--- src/design/cmdhd_pkg.sv ---
// Constants, enumerations and carriers of the charge mode decoder.
package cmdhd_pkg;

  // ==========================================================================
  // Clock and timing
  // ==========================================================================
  localparam int unsigned CLK_HZ       = 125_000_000;
  // Full-speed memorisation window, in seconds.
  localparam int unsigned FS_WINDOW_S  = 11;
  localparam logic [63:0] FS_WINDOW_CYC = 64'(FS_WINDOW_S) * 64'(CLK_HZ);
  // Output discharge after a mode change, in milliseconds.
  localparam int unsigned DISCHARGE_MS = 2000;
  localparam logic [63:0] DISCHARGE_CYC =
    (64'(DISCHARGE_MS) * 64'(CLK_HZ)) / 64'h3E8;

  // ==========================================================================
  // Register map (byte addresses) and fields
  // ==========================================================================
  localparam logic [11:0] CTRL_OFS      = 12'h000;
  localparam logic [11:0] STATUS_OFS    = 12'h004;
  localparam logic [11:0] PINS_OFS      = 12'h008;
  localparam int unsigned CTRL_EN_BIT    = 0;
  localparam int unsigned CTRL_AWAKE_BIT = 1;
  localparam logic        CTRL_EN_RST    = 1'h0;
  localparam logic        CTRL_AWAKE_RST = 1'h0;
  localparam int unsigned ST_MODE_LSB   = 0;
  localparam int unsigned ST_HID_LSB    = 4;
  localparam int unsigned ST_DSW_BIT    = 8;
  localparam int unsigned ST_DIS_BIT    = 9;
  localparam int unsigned ST_LOAD_BIT   = 10;
  localparam int unsigned ST_LIM_LSB    = 12;
  localparam int unsigned PINS_SEL_LSB  = 0;
  localparam int unsigned PINS_SNS_LSB  = 4;

  // ==========================================================================
  // Enumerations
  // ==========================================================================
  typedef enum logic [2:0] {
    MODE_DISCHARGE, MODE_DEDICATED_AUTO, MODE_STANDARD_ONE,
    MODE_DEDICATED_SHORTED, MODE_DIVIDER_LOW, MODE_STANDARD_TWO,
    MODE_CHARGING_DOWN
  } cmdhd_mode_t;

  typedef enum logic [1:0] {
    LIMIT_NONE, LIMIT_LOW, LIMIT_HIGH, LIMIT_POWER_WAKE
  } cmdhd_limit_t;

  typedef enum logic [2:0] {
    HID_NONE, HID_LOW_SPEED, HID_FS_WAIT, HID_FULL_SPEED, HID_HIGH_SPEED
  } cmdhd_hid_t;

  localparam cmdhd_mode_t MODE_RST = MODE_DISCHARGE;
  localparam cmdhd_hid_t  HID_RST  = HID_NONE;

  // ==========================================================================
  // Carriers
  // ==========================================================================
  typedef struct packed {
    logic mode_select_a;
    logic mode_select_b;
    logic mode_select_c;
    logic limit_select;
  } cmdhd_sel_t;

  localparam cmdhd_sel_t SEL_RST = 4'h0;

  typedef struct packed {
    logic dp;
    logic dm;
    logic load_non_pw;
    logic load_pw;
    logic bc_primary;
  } cmdhd_sense_t;

  typedef struct packed {
    cmdhd_limit_t limit;
    logic         data_switch_on;
    logic         out_discharge;
    logic         load_present_n;
    logic         hid_low_speed;
    logic         hid_full_speed;
  } cmdhd_port_t;

  localparam cmdhd_port_t PORT_RST = {LIMIT_NONE, 1'h0, 1'h1, 1'h1, 1'h0, 1'h0};

endpackage : cmdhd_pkg

--- src/design/cmdhd_sync.sv ---
// Two-stage synchroniser for a group of pin inputs.
`timescale 1ns/100ps
`default_nettype none

module cmdhd_sync #(
  parameter int unsigned WIDTH = 1
) (
  // Clock and reset.
  input  wire logic             pclk,
  input  wire logic             presetn,
  // Pin side and clock side.
  input  wire logic [WIDTH-1:0] async_in,
  output var  logic [WIDTH-1:0] sync_out
);

  // ==========================================================================
  // State
  // ==========================================================================
  typedef struct packed {
    logic [WIDTH-1:0] s1;
    logic [WIDTH-1:0] s2;
  } cmdhd_sync_st_t;

  cmdhd_sync_st_t st_q;
  cmdhd_sync_st_t st_d;

  if (WIDTH < 1) begin : g_chk
    $error("cmdhd_sync: WIDTH must be at least one.");
  end

  // The first stage feeds only the second one, so metastability stays inside.
  always_comb begin
    st_d    = st_q;
    st_d.s1 = async_in;
    st_d.s2 = st_q.s1;
  end

  // State register.
  always_ff @(posedge pclk or negedge presetn) begin
    if (!presetn) begin
      st_q <= '0;
    end else begin
      st_q <= st_d;
    end
  end

  assign sync_out = st_q.s2;

endmodule : cmdhd_sync

`default_nettype wire

--- src/design/cmdhd_decoder.sv ---
// Charge mode decoder with low/full-speed HID recognition and an APB port.
//
// Functional notes
// - Detect low/full-speed attach only in standard or charging downstream modes.
// - Both lines low is no device; D- high low speed; D+ high full speed.
// - Watch both lines in those modes; settle HID type only while awake.
// - A D+ drop after connect marks high speed, not full speed.
// - Full speed recognised after 11 s connected while awake.
// - Low speed is recognised at once, with no window.
// - Mode pin changes carry no timing constraint around a wake.
// - Follow mode pins always, except a change to 011 from a downstream mode while a HID device is held.
// - Pattern 000 is discharge: output held low, load-present off.
// - 010 and 110 give standard mode one, limit by select.
// - 100 forces shorted dedicated mode, limit by select, lines open.
// - 101 forces divider mode, limit by select.
// - 1110 standard mode two low limit; 1111 charging downstream high limit.
// - In 1111 load-present asserts on load or primary detection.
// - No output discharge on a change between 1111 and 1110.
// - a=0, c=1 is dedicated auto, high limit, lines open, load sense if select.
// - In 0011 the limit follows power-wake load detection.
// - With a HID held, ignore a change from 111, 110 or 010 to 011.
// - Switches close only in downstream modes with enable, not discharging.
//
// Decided for this implementation: the APB register port and the register offsets.
`timescale 1ns/100ps
`default_nettype none

module cmdhd_decoder #(
  parameter int unsigned FS_WINDOW_CYCLES = 32'(cmdhd_pkg::FS_WINDOW_CYC),
  parameter int unsigned DISCHARGE_CYCLES = 32'(cmdhd_pkg::DISCHARGE_CYC)
) (
  // Clock and reset.
  input  wire logic                 pclk,
  input  wire logic                 presetn,
  // APB slave.
  input  wire logic                 psel,
  input  wire logic                 penable,
  input  wire logic                 pwrite,
  input  wire logic [11:0]          paddr,
  input  wire logic [31:0]          pwdata,
  output var  logic [31:0]          prdata,
  output var  logic                 pready,
  output var  logic                 pslverr,
  // Pins from the system controller and the port sense circuits.
  input  wire cmdhd_pkg::cmdhd_sel_t   mode_pins,
  input  wire cmdhd_pkg::cmdhd_sense_t sense_pins,
  // Port control outputs.
  output var  cmdhd_pkg::cmdhd_port_t  port
);

  // ==========================================================================
  // Parameter checks
  // ==========================================================================
  if (FS_WINDOW_CYCLES < 2) begin : g_chk_fs
    $error("cmdhd_decoder: FS_WINDOW_CYCLES must be at least two.");
  end
  if (DISCHARGE_CYCLES < 1) begin : g_chk_dis
    $error("cmdhd_decoder: DISCHARGE_CYCLES must be at least one.");
  end

  localparam logic [31:0] FS_LAST  = 32'(FS_WINDOW_CYCLES - 1);
  localparam logic [31:0] DIS_LOAD = 32'(DISCHARGE_CYCLES);

  // ==========================================================================
  // Input synchronisers
  // ==========================================================================
  cmdhd_pkg::cmdhd_sel_t   sel_s;
  cmdhd_pkg::cmdhd_sense_t sns_s;

  // Mode pins cross into the clock domain first.
  cmdhd_sync #(.WIDTH(4)) u_sync_sel (
    .pclk     (pclk),
    .presetn  (presetn),
    .async_in (mode_pins),
    .sync_out (sel_s)
  );

  // Data lines and load sense comparators are asynchronous too.
  cmdhd_sync #(.WIDTH(5)) u_sync_sns (
    .pclk     (pclk),
    .presetn  (presetn),
    .async_in (sense_pins),
    .sync_out (sns_s)
  );

  // ==========================================================================
  // Functions
  // ==========================================================================
  // Maps a pin pattern onto a charging mode.
  function automatic cmdhd_pkg::cmdhd_mode_t decode(input cmdhd_pkg::cmdhd_sel_t s);
    cmdhd_pkg::cmdhd_mode_t m;
    m = cmdhd_pkg::MODE_DISCHARGE;
    if (!s.mode_select_a) begin
      if (s.mode_select_c) begin
        m = cmdhd_pkg::MODE_DEDICATED_AUTO;
      end else if (s.mode_select_b) begin
        m = cmdhd_pkg::MODE_STANDARD_ONE;
      end else begin
        m = cmdhd_pkg::MODE_DISCHARGE;
      end
    end else if (!s.mode_select_b) begin
      m = s.mode_select_c ? cmdhd_pkg::MODE_DIVIDER_LOW
                          : cmdhd_pkg::MODE_DEDICATED_SHORTED;
    end else if (!s.mode_select_c) begin
      m = cmdhd_pkg::MODE_STANDARD_ONE;
    end else begin
      m = s.limit_select ? cmdhd_pkg::MODE_CHARGING_DOWN
                         : cmdhd_pkg::MODE_STANDARD_TWO;
    end
    return m;
  endfunction : decode

  // True for the modes in which the data lines reach the host.
  function automatic logic is_downstream(input cmdhd_pkg::cmdhd_mode_t m);
    return (m == cmdhd_pkg::MODE_STANDARD_ONE) ||
           (m == cmdhd_pkg::MODE_STANDARD_TWO) ||
           (m == cmdhd_pkg::MODE_CHARGING_DOWN);
  endfunction : is_downstream

  // True for the two modes that share a port without discharge.
  function automatic logic is_pair(input cmdhd_pkg::cmdhd_mode_t m);
    return (m == cmdhd_pkg::MODE_STANDARD_TWO) ||
           (m == cmdhd_pkg::MODE_CHARGING_DOWN);
  endfunction : is_pair

  // ==========================================================================
  // State
  // ==========================================================================
  typedef struct packed {
    cmdhd_pkg::cmdhd_sel_t  prev;
    cmdhd_pkg::cmdhd_sel_t  sel;
    cmdhd_pkg::cmdhd_mode_t mode;
    cmdhd_pkg::cmdhd_hid_t  hid;
    logic [31:0]            fs_cnt;
    logic [31:0]            dis_cnt;
    logic                   ctrl_en;
    logic                   ctrl_awake;
    logic [31:0]            rdata;
    cmdhd_pkg::cmdhd_port_t port;
  } cmdhd_st_t;

  localparam cmdhd_st_t ST_RST = '{
    prev:       cmdhd_pkg::SEL_RST,
    sel:        cmdhd_pkg::SEL_RST,
    mode:       cmdhd_pkg::MODE_RST,
    hid:        cmdhd_pkg::HID_RST,
    fs_cnt:     32'h0000_0000,
    dis_cnt:    32'h0000_0000,
    ctrl_en:    cmdhd_pkg::CTRL_EN_RST,
    ctrl_awake: cmdhd_pkg::CTRL_AWAKE_RST,
    rdata:      32'h0000_0000,
    port:       cmdhd_pkg::PORT_RST
  };

  cmdhd_st_t st_q;
  cmdhd_st_t st_d;

  // ==========================================================================
  // Combinational helpers
  // ==========================================================================
  logic                   stable;
  logic                   hid_held;
  logic                   to_auto_b;
  logic                   blocked;
  logic                   monitor;
  logic                   discharging;
  logic                   load_hit;
  logic                   map_hit;
  logic                   wr_en;
  logic                   rd_setup;
  cmdhd_pkg::cmdhd_mode_t new_mode;
  cmdhd_pkg::cmdhd_limit_t lim;

  // Act on a pin pattern only once it repeats.
  assign stable    = (sel_s == st_q.prev);
  assign new_mode  = decode(sel_s);
  assign hid_held  = (st_q.hid == cmdhd_pkg::HID_LOW_SPEED) ||
                     (st_q.hid == cmdhd_pkg::HID_FULL_SPEED);
  assign to_auto_b = !sel_s.mode_select_a && sel_s.mode_select_b && sel_s.mode_select_c;
  // A held HID keeps the data path so the device can wake the host.
  assign blocked   = hid_held && is_downstream(st_q.mode) && to_auto_b;
  assign monitor   = is_downstream(st_q.mode);
  assign discharging = (st_q.mode == cmdhd_pkg::MODE_DISCHARGE) ||
                       (st_q.dis_cnt != 32'h0000_0000);

  // APB decode; the slave never stretches a transfer.
  assign map_hit  = (paddr == cmdhd_pkg::CTRL_OFS) ||
                    (paddr == cmdhd_pkg::STATUS_OFS) ||
                    (paddr == cmdhd_pkg::PINS_OFS);
  assign wr_en    = psel && penable && pwrite && map_hit;
  assign rd_setup = psel && !penable && !pwrite;
  assign pready   = 1'b1;
  assign pslverr  = psel && penable && !map_hit;

  // Current limit and load-present for the applied mode.
  always_comb begin
    lim      = cmdhd_pkg::LIMIT_NONE;
    load_hit = 1'b0;
    unique case (st_q.mode)
      cmdhd_pkg::MODE_DISCHARGE: begin
        lim = cmdhd_pkg::LIMIT_NONE;
      end
      cmdhd_pkg::MODE_DEDICATED_AUTO: begin
        if (!st_q.sel.mode_select_b && st_q.sel.limit_select) begin
          // Small limit keeps a standby supply alive until a load appears.
          lim = sns_s.load_pw ? cmdhd_pkg::LIMIT_HIGH
                              : cmdhd_pkg::LIMIT_POWER_WAKE;
          load_hit = sns_s.load_pw;
        end else begin
          lim      = cmdhd_pkg::LIMIT_HIGH;
          load_hit = st_q.sel.limit_select && sns_s.load_non_pw;
        end
      end
      cmdhd_pkg::MODE_STANDARD_ONE,
      cmdhd_pkg::MODE_DEDICATED_SHORTED,
      cmdhd_pkg::MODE_DIVIDER_LOW: begin
        lim = st_q.sel.limit_select ? cmdhd_pkg::LIMIT_HIGH
                                    : cmdhd_pkg::LIMIT_LOW;
      end
      cmdhd_pkg::MODE_STANDARD_TWO: begin
        lim = cmdhd_pkg::LIMIT_LOW;
      end
      cmdhd_pkg::MODE_CHARGING_DOWN: begin
        lim      = cmdhd_pkg::LIMIT_HIGH;
        load_hit = sns_s.load_non_pw || sns_s.bc_primary;
      end
      default: begin
        lim      = cmdhd_pkg::LIMIT_NONE;
        load_hit = 1'b0;
      end
    endcase
  end

  // ==========================================================================
  // Next state
  // ==========================================================================
  always_comb begin
    st_d      = st_q;
    st_d.prev = sel_s;

    // Count the discharge down; a fresh mode change below reloads it.
    if (st_q.dis_cnt != 32'h0000_0000) begin
      st_d.dis_cnt = st_q.dis_cnt - 32'h0000_0001;
    end

    // Follow the pins at any time, with no setup window after a wake.
    if (stable && !blocked && (sel_s != st_q.sel)) begin
      st_d.sel  = sel_s;
      st_d.mode = new_mode;
      if ((new_mode != st_q.mode) && !(is_pair(new_mode) && is_pair(st_q.mode))) begin
        st_d.dis_cnt = DIS_LOAD;
      end
    end
    // HID recognition; the type is only settled while the host is awake.
    unique case (st_q.hid)
      cmdhd_pkg::HID_NONE: begin
        if (monitor && st_q.ctrl_awake) begin
          if (sns_s.dm && !sns_s.dp) begin
            st_d.hid = cmdhd_pkg::HID_LOW_SPEED;
          end else if (sns_s.dp && !sns_s.dm) begin
            st_d.hid    = cmdhd_pkg::HID_FS_WAIT;
            st_d.fs_cnt = 32'h0000_0000;
          end
        end
      end
      cmdhd_pkg::HID_LOW_SPEED,
      cmdhd_pkg::HID_FULL_SPEED: begin
        // Held through sleep; only a seen disconnect while awake drops it.
        if (monitor && st_q.ctrl_awake && !sns_s.dp && !sns_s.dm) begin
          st_d.hid = cmdhd_pkg::HID_NONE;
        end
      end
      cmdhd_pkg::HID_FS_WAIT: begin
        if (!(monitor && st_q.ctrl_awake)) begin
          st_d.hid = cmdhd_pkg::HID_NONE;
        end else if (!sns_s.dp) begin
          st_d.hid = cmdhd_pkg::HID_HIGH_SPEED;
        end else if (st_q.fs_cnt == FS_LAST) begin
          st_d.hid = cmdhd_pkg::HID_FULL_SPEED;
        end else begin
          st_d.fs_cnt = st_q.fs_cnt + 32'h0000_0001;
        end
      end
      cmdhd_pkg::HID_HIGH_SPEED: begin
        // A high-speed device is never a wake source; forget it on leaving.
        if (!monitor) begin
          st_d.hid = cmdhd_pkg::HID_NONE;
        end
      end
      default: begin
        st_d.hid = cmdhd_pkg::HID_NONE;
      end
    endcase

    // Software writes take effect in the access phase.
    if (wr_en && (paddr == cmdhd_pkg::CTRL_OFS)) begin
      st_d.ctrl_en    = pwdata[cmdhd_pkg::CTRL_EN_BIT];
      st_d.ctrl_awake = pwdata[cmdhd_pkg::CTRL_AWAKE_BIT];
    end

    // Read data is captured at setup so it stands through the access.
    if (rd_setup) begin
      st_d.rdata = 32'h0000_0000;
      unique case (paddr)
        cmdhd_pkg::CTRL_OFS: begin
          st_d.rdata[cmdhd_pkg::CTRL_EN_BIT]    = st_q.ctrl_en;
          st_d.rdata[cmdhd_pkg::CTRL_AWAKE_BIT] = st_q.ctrl_awake;
        end
        cmdhd_pkg::STATUS_OFS: begin
          st_d.rdata[cmdhd_pkg::ST_MODE_LSB +: 3] = st_q.mode;
          st_d.rdata[cmdhd_pkg::ST_HID_LSB +: 3]  = st_q.hid;
          st_d.rdata[cmdhd_pkg::ST_DSW_BIT]       = st_q.port.data_switch_on;
          st_d.rdata[cmdhd_pkg::ST_DIS_BIT]       = st_q.port.out_discharge;
          st_d.rdata[cmdhd_pkg::ST_LOAD_BIT]      = !st_q.port.load_present_n;
          st_d.rdata[cmdhd_pkg::ST_LIM_LSB +: 2]  = st_q.port.limit;
        end
        cmdhd_pkg::PINS_OFS: begin
          st_d.rdata[cmdhd_pkg::PINS_SEL_LSB +: 4] = st_q.sel;
          st_d.rdata[cmdhd_pkg::PINS_SNS_LSB +: 5] = sns_s;
        end
        default: begin
          st_d.rdata = 32'h0000_0000;
        end
      endcase
    end

    // Registered port outputs.
    st_d.port.limit          = lim;
    st_d.port.out_discharge  = discharging;
    st_d.port.data_switch_on = monitor && st_q.ctrl_en && !discharging;
    st_d.port.load_present_n = !(load_hit && !discharging);
    st_d.port.hid_low_speed  = (st_q.hid == cmdhd_pkg::HID_LOW_SPEED);
    st_d.port.hid_full_speed = (st_q.hid == cmdhd_pkg::HID_FULL_SPEED);
  end

  // State register.
  always_ff @(posedge pclk or negedge presetn) begin
    if (!presetn) begin
      st_q <= ST_RST;
    end else begin
      st_q <= st_d;
    end
  end

  assign prdata = st_q.rdata;
  assign port   = st_q.port;

endmodule : cmdhd_decoder

`default_nettype wire

--- config.mk ---
export PLATFORM = sky130hd
export DESIGN_NAME = cmdhd_decoder
export DESIGN_NICKNAME = d
export VERILOG_FILES = /design/src/design/cmdhd_pkg.sv /design/src/design/cmdhd_sync.sv /design/src/design/cmdhd_decoder.sv
export SDC_FILE = /design/constraint.sdc
export NUM_CORES = 1
export LEC_CHECK = 0
export ABC_AREA = 1
export ABC_CLOCK_PERIOD_IN_PS = 2200
export BUFFER_PORTS_ARGS = -buffer_cell sky130_fd_sc_hd__clkbuf_2
export CORE_MARGIN = 4
export CORE_UTILIZATION = 30
export DETAILED_ROUTE_END_ITERATION = 6
export GPL_TIMING_DRIVEN = 0
export SLEW_MARGIN = 20
export SYNTH_ARGS = -nofsm -noshare
export SYNTH_HDL_FRONTEND = slang
export SYNTH_SLANG_ARGS = --single-unit
--- constraint.sdc ---
create_clock -name pclk -period 2.2 [get_ports pclk]
set_input_delay 0.44 -clock pclk [delete_from_list [all_inputs] [get_ports pclk]]
set_output_delay 0.44 -clock pclk [all_outputs]
set_load 0.01 [all_outputs]
==> results.sh <==
export IMPL_synthAdderAreaFrac=0.008752
export IMPL_wire_per_inst_um=12.26
export IMPL_synthTopCellsByArea="dfrtp_1, nand2_1, nor2_1"
export IMPL_dr_pass1_iters=5
export IMPL_nFillCells=2480
export IMPL_finalMaxSlewViolations=0
export IMPL_fin_crit_sh=0.9141
export IMPL_worstPathMaxFanout=10
export IMPL_area_growth_pct=19.43
export IMPL_synth_area_leader_cell="dfrtp_1"
export IMPL_synth_area_per_cell_um2=6.940
export IMPL_hp_class="in2reg"
export IMPL_async_flop_share=1.000
export IMPL_synth_most_common_cell="nand2_1"
export IMPL_num_vias=6411
export IMPL_drt_iter0_drc=492
export IMPL_synth_seq_cells=118
export IMPL_cp_arrival_ns=2.32
export IMPL_cts_buffers_inserted=17
export IMPL_die_w_um=162.4
export IMPL_synth_simple_area_share=0.4000
export IMPL_synth_compound_area_frac=0.03098
export IMPL_grt_pass1_vias=6151
export IMPL_wl_mm=17.77
export IMPL_ant_nets=0
export IMPL_fmax_ghz=0.4972
export IMPL_h_tree_depth=4
export IMPL_synth_seq_area_share=0.4134
export IMPL_cp_end_kind="register"
export IMPL_dieArea_um2=26360
export IMPL_num_rows=56
export IMPL_finalHoldViolCount=0
export IMPL_grt_pass1_wl_mm=29.95
export IMPL_yosys_most_used_dff="dfrtp_1"
export IMPL_antenna_found_initial=0
export IMPL_drt_drc_violations_left=0
export IMPL_clock_latency_ns=0.42
export IMPL_yosysWarningCount=0
export IMPL_power_density_nw_per_um2=838.7
export IMPL_dp_cells=1416
export IMPL_portBuffers=48
export IMPL_ir_worst_vdd_mv=0.4905
export IMPL_grt_ovfl_total=0
export IMPL_synthCells=1030
export IMPL_synth_xor_area_frac=0.04288
export IMPL_drive_above_1_share=0.1469
export IMPL_dp_final_hpwl_mm=13.44
export IMPL_status="finished clean"
export IMPL_cap_violations=0
export IMPL_cts_tree="done"
export IMPL_synth_top_area_share=0.4061
export IMPL_dpl_cell_area_um2=7891
export IMPL_synthMuxAreaShare=0.003151
export IMPL_diodes=0
export IMPL_min_period_ns=2.011
export IMPL_slew_headroom=0.4070
export IMPL_clock_path_buffers=2
export IMPL_die_h_um=162.4
export IMPL_tightest_slew_ns=0.8828
export IMPL_grt_setup_unrepaired="no"
export IMPL_via_per_inst=4.424
export IMPL_fin_ws_ns=0.1889
export IMPL_skew_ns=0.007939
export IMPL_p_leak_nw=4.041
export IMPL_ioPinCount=99
export IMPL_layout_nets=1180
export IMPL_core_area_um2=23470
export IMPL_routabilityCongestion=0.9183
export IMPL_initial_core_util=0.3045
export IMPL_place_ws_ns=0.07856
export IMPL_required_ns=2.50
export IMPL_setup_violations=0
export IMPL_crit_type="reg2reg"
export IMPL_p_total_w=0.007160
export IMPL_final_cell_count_no_fill=1449
export IMPL_cts_sinks=118
export IMPL_ctsRootBufferMaster="clkbuf_16"
export IMPL_ys_types=37
export IMPL_grt_max_degree=72
export IMPL_synth_top_family_by_area="simple AND/OR/NAND/NOR gates"
export IMPL_fin_area_um2=8537
export IMPL_syn_cell_area_um2=7148
export IMPL_gr_usage_all_layers=0.1398
export IMPL_final_util=0.3637
export IMPL_clkTransAtPathRegs_ns=0.06
export IMPL_synth_edf_count=0
export IMPL_synthTopCellsByCount="nand2_1, nor2_1, dfrtp_1"
export IMPL_cts_setup_buffers=0
export IMPL_critPathLaunchType="register"
[routing by layer]
layer	up-vias	share of wire	global-route usage
met5	-	0	0
met3	20	0.044	0.03594
met2	115	0.46	0.2247
li1	3327	-	-
met4	0	0.015	0.04152
met1	2949	0.48	0.1864
[where the power goes]
group | total [W] | internal, W | switching, W | leakage (nW)
combinational | 0.00143 | 0.000533 | 0.000900 | 2.25
clock | 0.00299 | 0.00195 | 0.00104 | 0.302
sequential | 0.00274 | 0.00245 | 0.000288 | 1.49
[critical path, stage by stage (launching register included)]
cell	delay, ns
dfrtp_2	0.43
ha_2	0.25
inv_1	0.10
nor2_4	0.20
nand3_1	0.11
nor2_1	0.12
nand2_1	0.10
nand3_2	0.15
nand2_2	0.11
buf_4	0.20
nand2_1	0.06
nand2_1	0.05
[through the flow]
step	TNS [ns]	hold slack (ns)
2_1_floorplan	0	0.1444
3_3_place_gp	-138.01	0.3361
3_5_place_dp	0	0.3356
4_1_cts	0	0.1144
5_1_grt	0	0.1071
6_report	0	0.1248
[state kept, by name, indices dropped and copies added, names as in the netlist]
| name | count |
|---|---|
| u_sync_sel.sync_out | 4 |
| u_sync_sns.sync_out | 5 |
| port | 7 |
| st_q | 80 |
| u_sync_sns.st_d | 5 |
| u_sync_sel.st_d | 4 |
| prdata | 13 |
[placed cells by master, fill, tap and decap left out, types with 3 or more instances in the layout]
cell and instances:
clkbuf_8 3, clkbuf_1 8, nand3_2 4, buf_2 9
nor2_1 199, inv_1 75, nand2_2 3, conb_1 20
o21ai_0 31, nand3b_1 4, nand4_1 5, clkbuf_16 17
xnor2_1 20, clkinvlp_4 3, a21oi_1 4, buf_4 44
clkbuf_2 47, bufinv_16 4, clkinv_2 3, dfrtp_1 115
xor2_1 15, nand3_1 93, or2_2 6, nor3_1 12
ha_1 4, nand2_1 348, inv_2 5
[cells by family (layout without fill, tap and decap cells)]
| logic type | count (synthesis) | in the layout |
|---|---|---|
| and+or+nand+nor | 687 | 687 |
| buffers and inverters | 141 | 223 |
| DFF | 118 | 118 |
| AOI/OAI and AO/OA | 40 | 40 |
| xor gates and xnor gates | 35 | 35 |
| adders and majority gates | 5 | 5 |
| other | 2 | 20 |
| muxes | 2 | 2 |
[layout make-up]
type,instances,area [um^2],area share
sequential,118,2957,0.3463
buffer,61,412.9,0.04837
inverter,80,300.3,0.03518
timing repair buffer,50,286.5,0.03356
tap,319,399.1,0.04675
multi-input combinational,789,3550,0.4158
clock inverter,12,175.2,0.02052
clock buffer,20,456.7,0.05350
[path summary, 6_finish.rpt]
| path | startpoint | end | slack [ns] | cells past startpoint |
|---|---|---|---|---|
| max reg2reg | st_q[73]$_DFFE_PN0P_ | st_q[101]$_DFFE_PN0P_ | 0.19 | 11 |
| min in group asynchronous | presetn | prdata[4]$_DFFE_PN0P_ | 0.52 | 2 |
| max in group asynchronous | presetn | st_q[73]$_DFFE_PN0P_ | 0.99 | 3 |
| max | st_q[73]$_DFFE_PN0P_ | st_q[101]$_DFFE_PN0P_ | 0.19 | 11 |
| min | mode_pins[1] | u_sync_sel.st_d[1]$_DFF_PN0_ | 0.12 | 1 |
| min reg2reg | u_sync_sel.st_d[0]$_DFF_PN0_ | u_sync_sel.sync_out[0]$_DFF_PN0_ | 0.34 | 0 |
[what timing repair did]
action | 4_1_cts | 5_1_grt
resized for setup | 0 | 2
hold endpoints to repair | 46 | 0
hold buffers | 1 | 0
setup endpoints to repair | 0 | 30
Note: power is estimated with default switching activity, not from simulation.
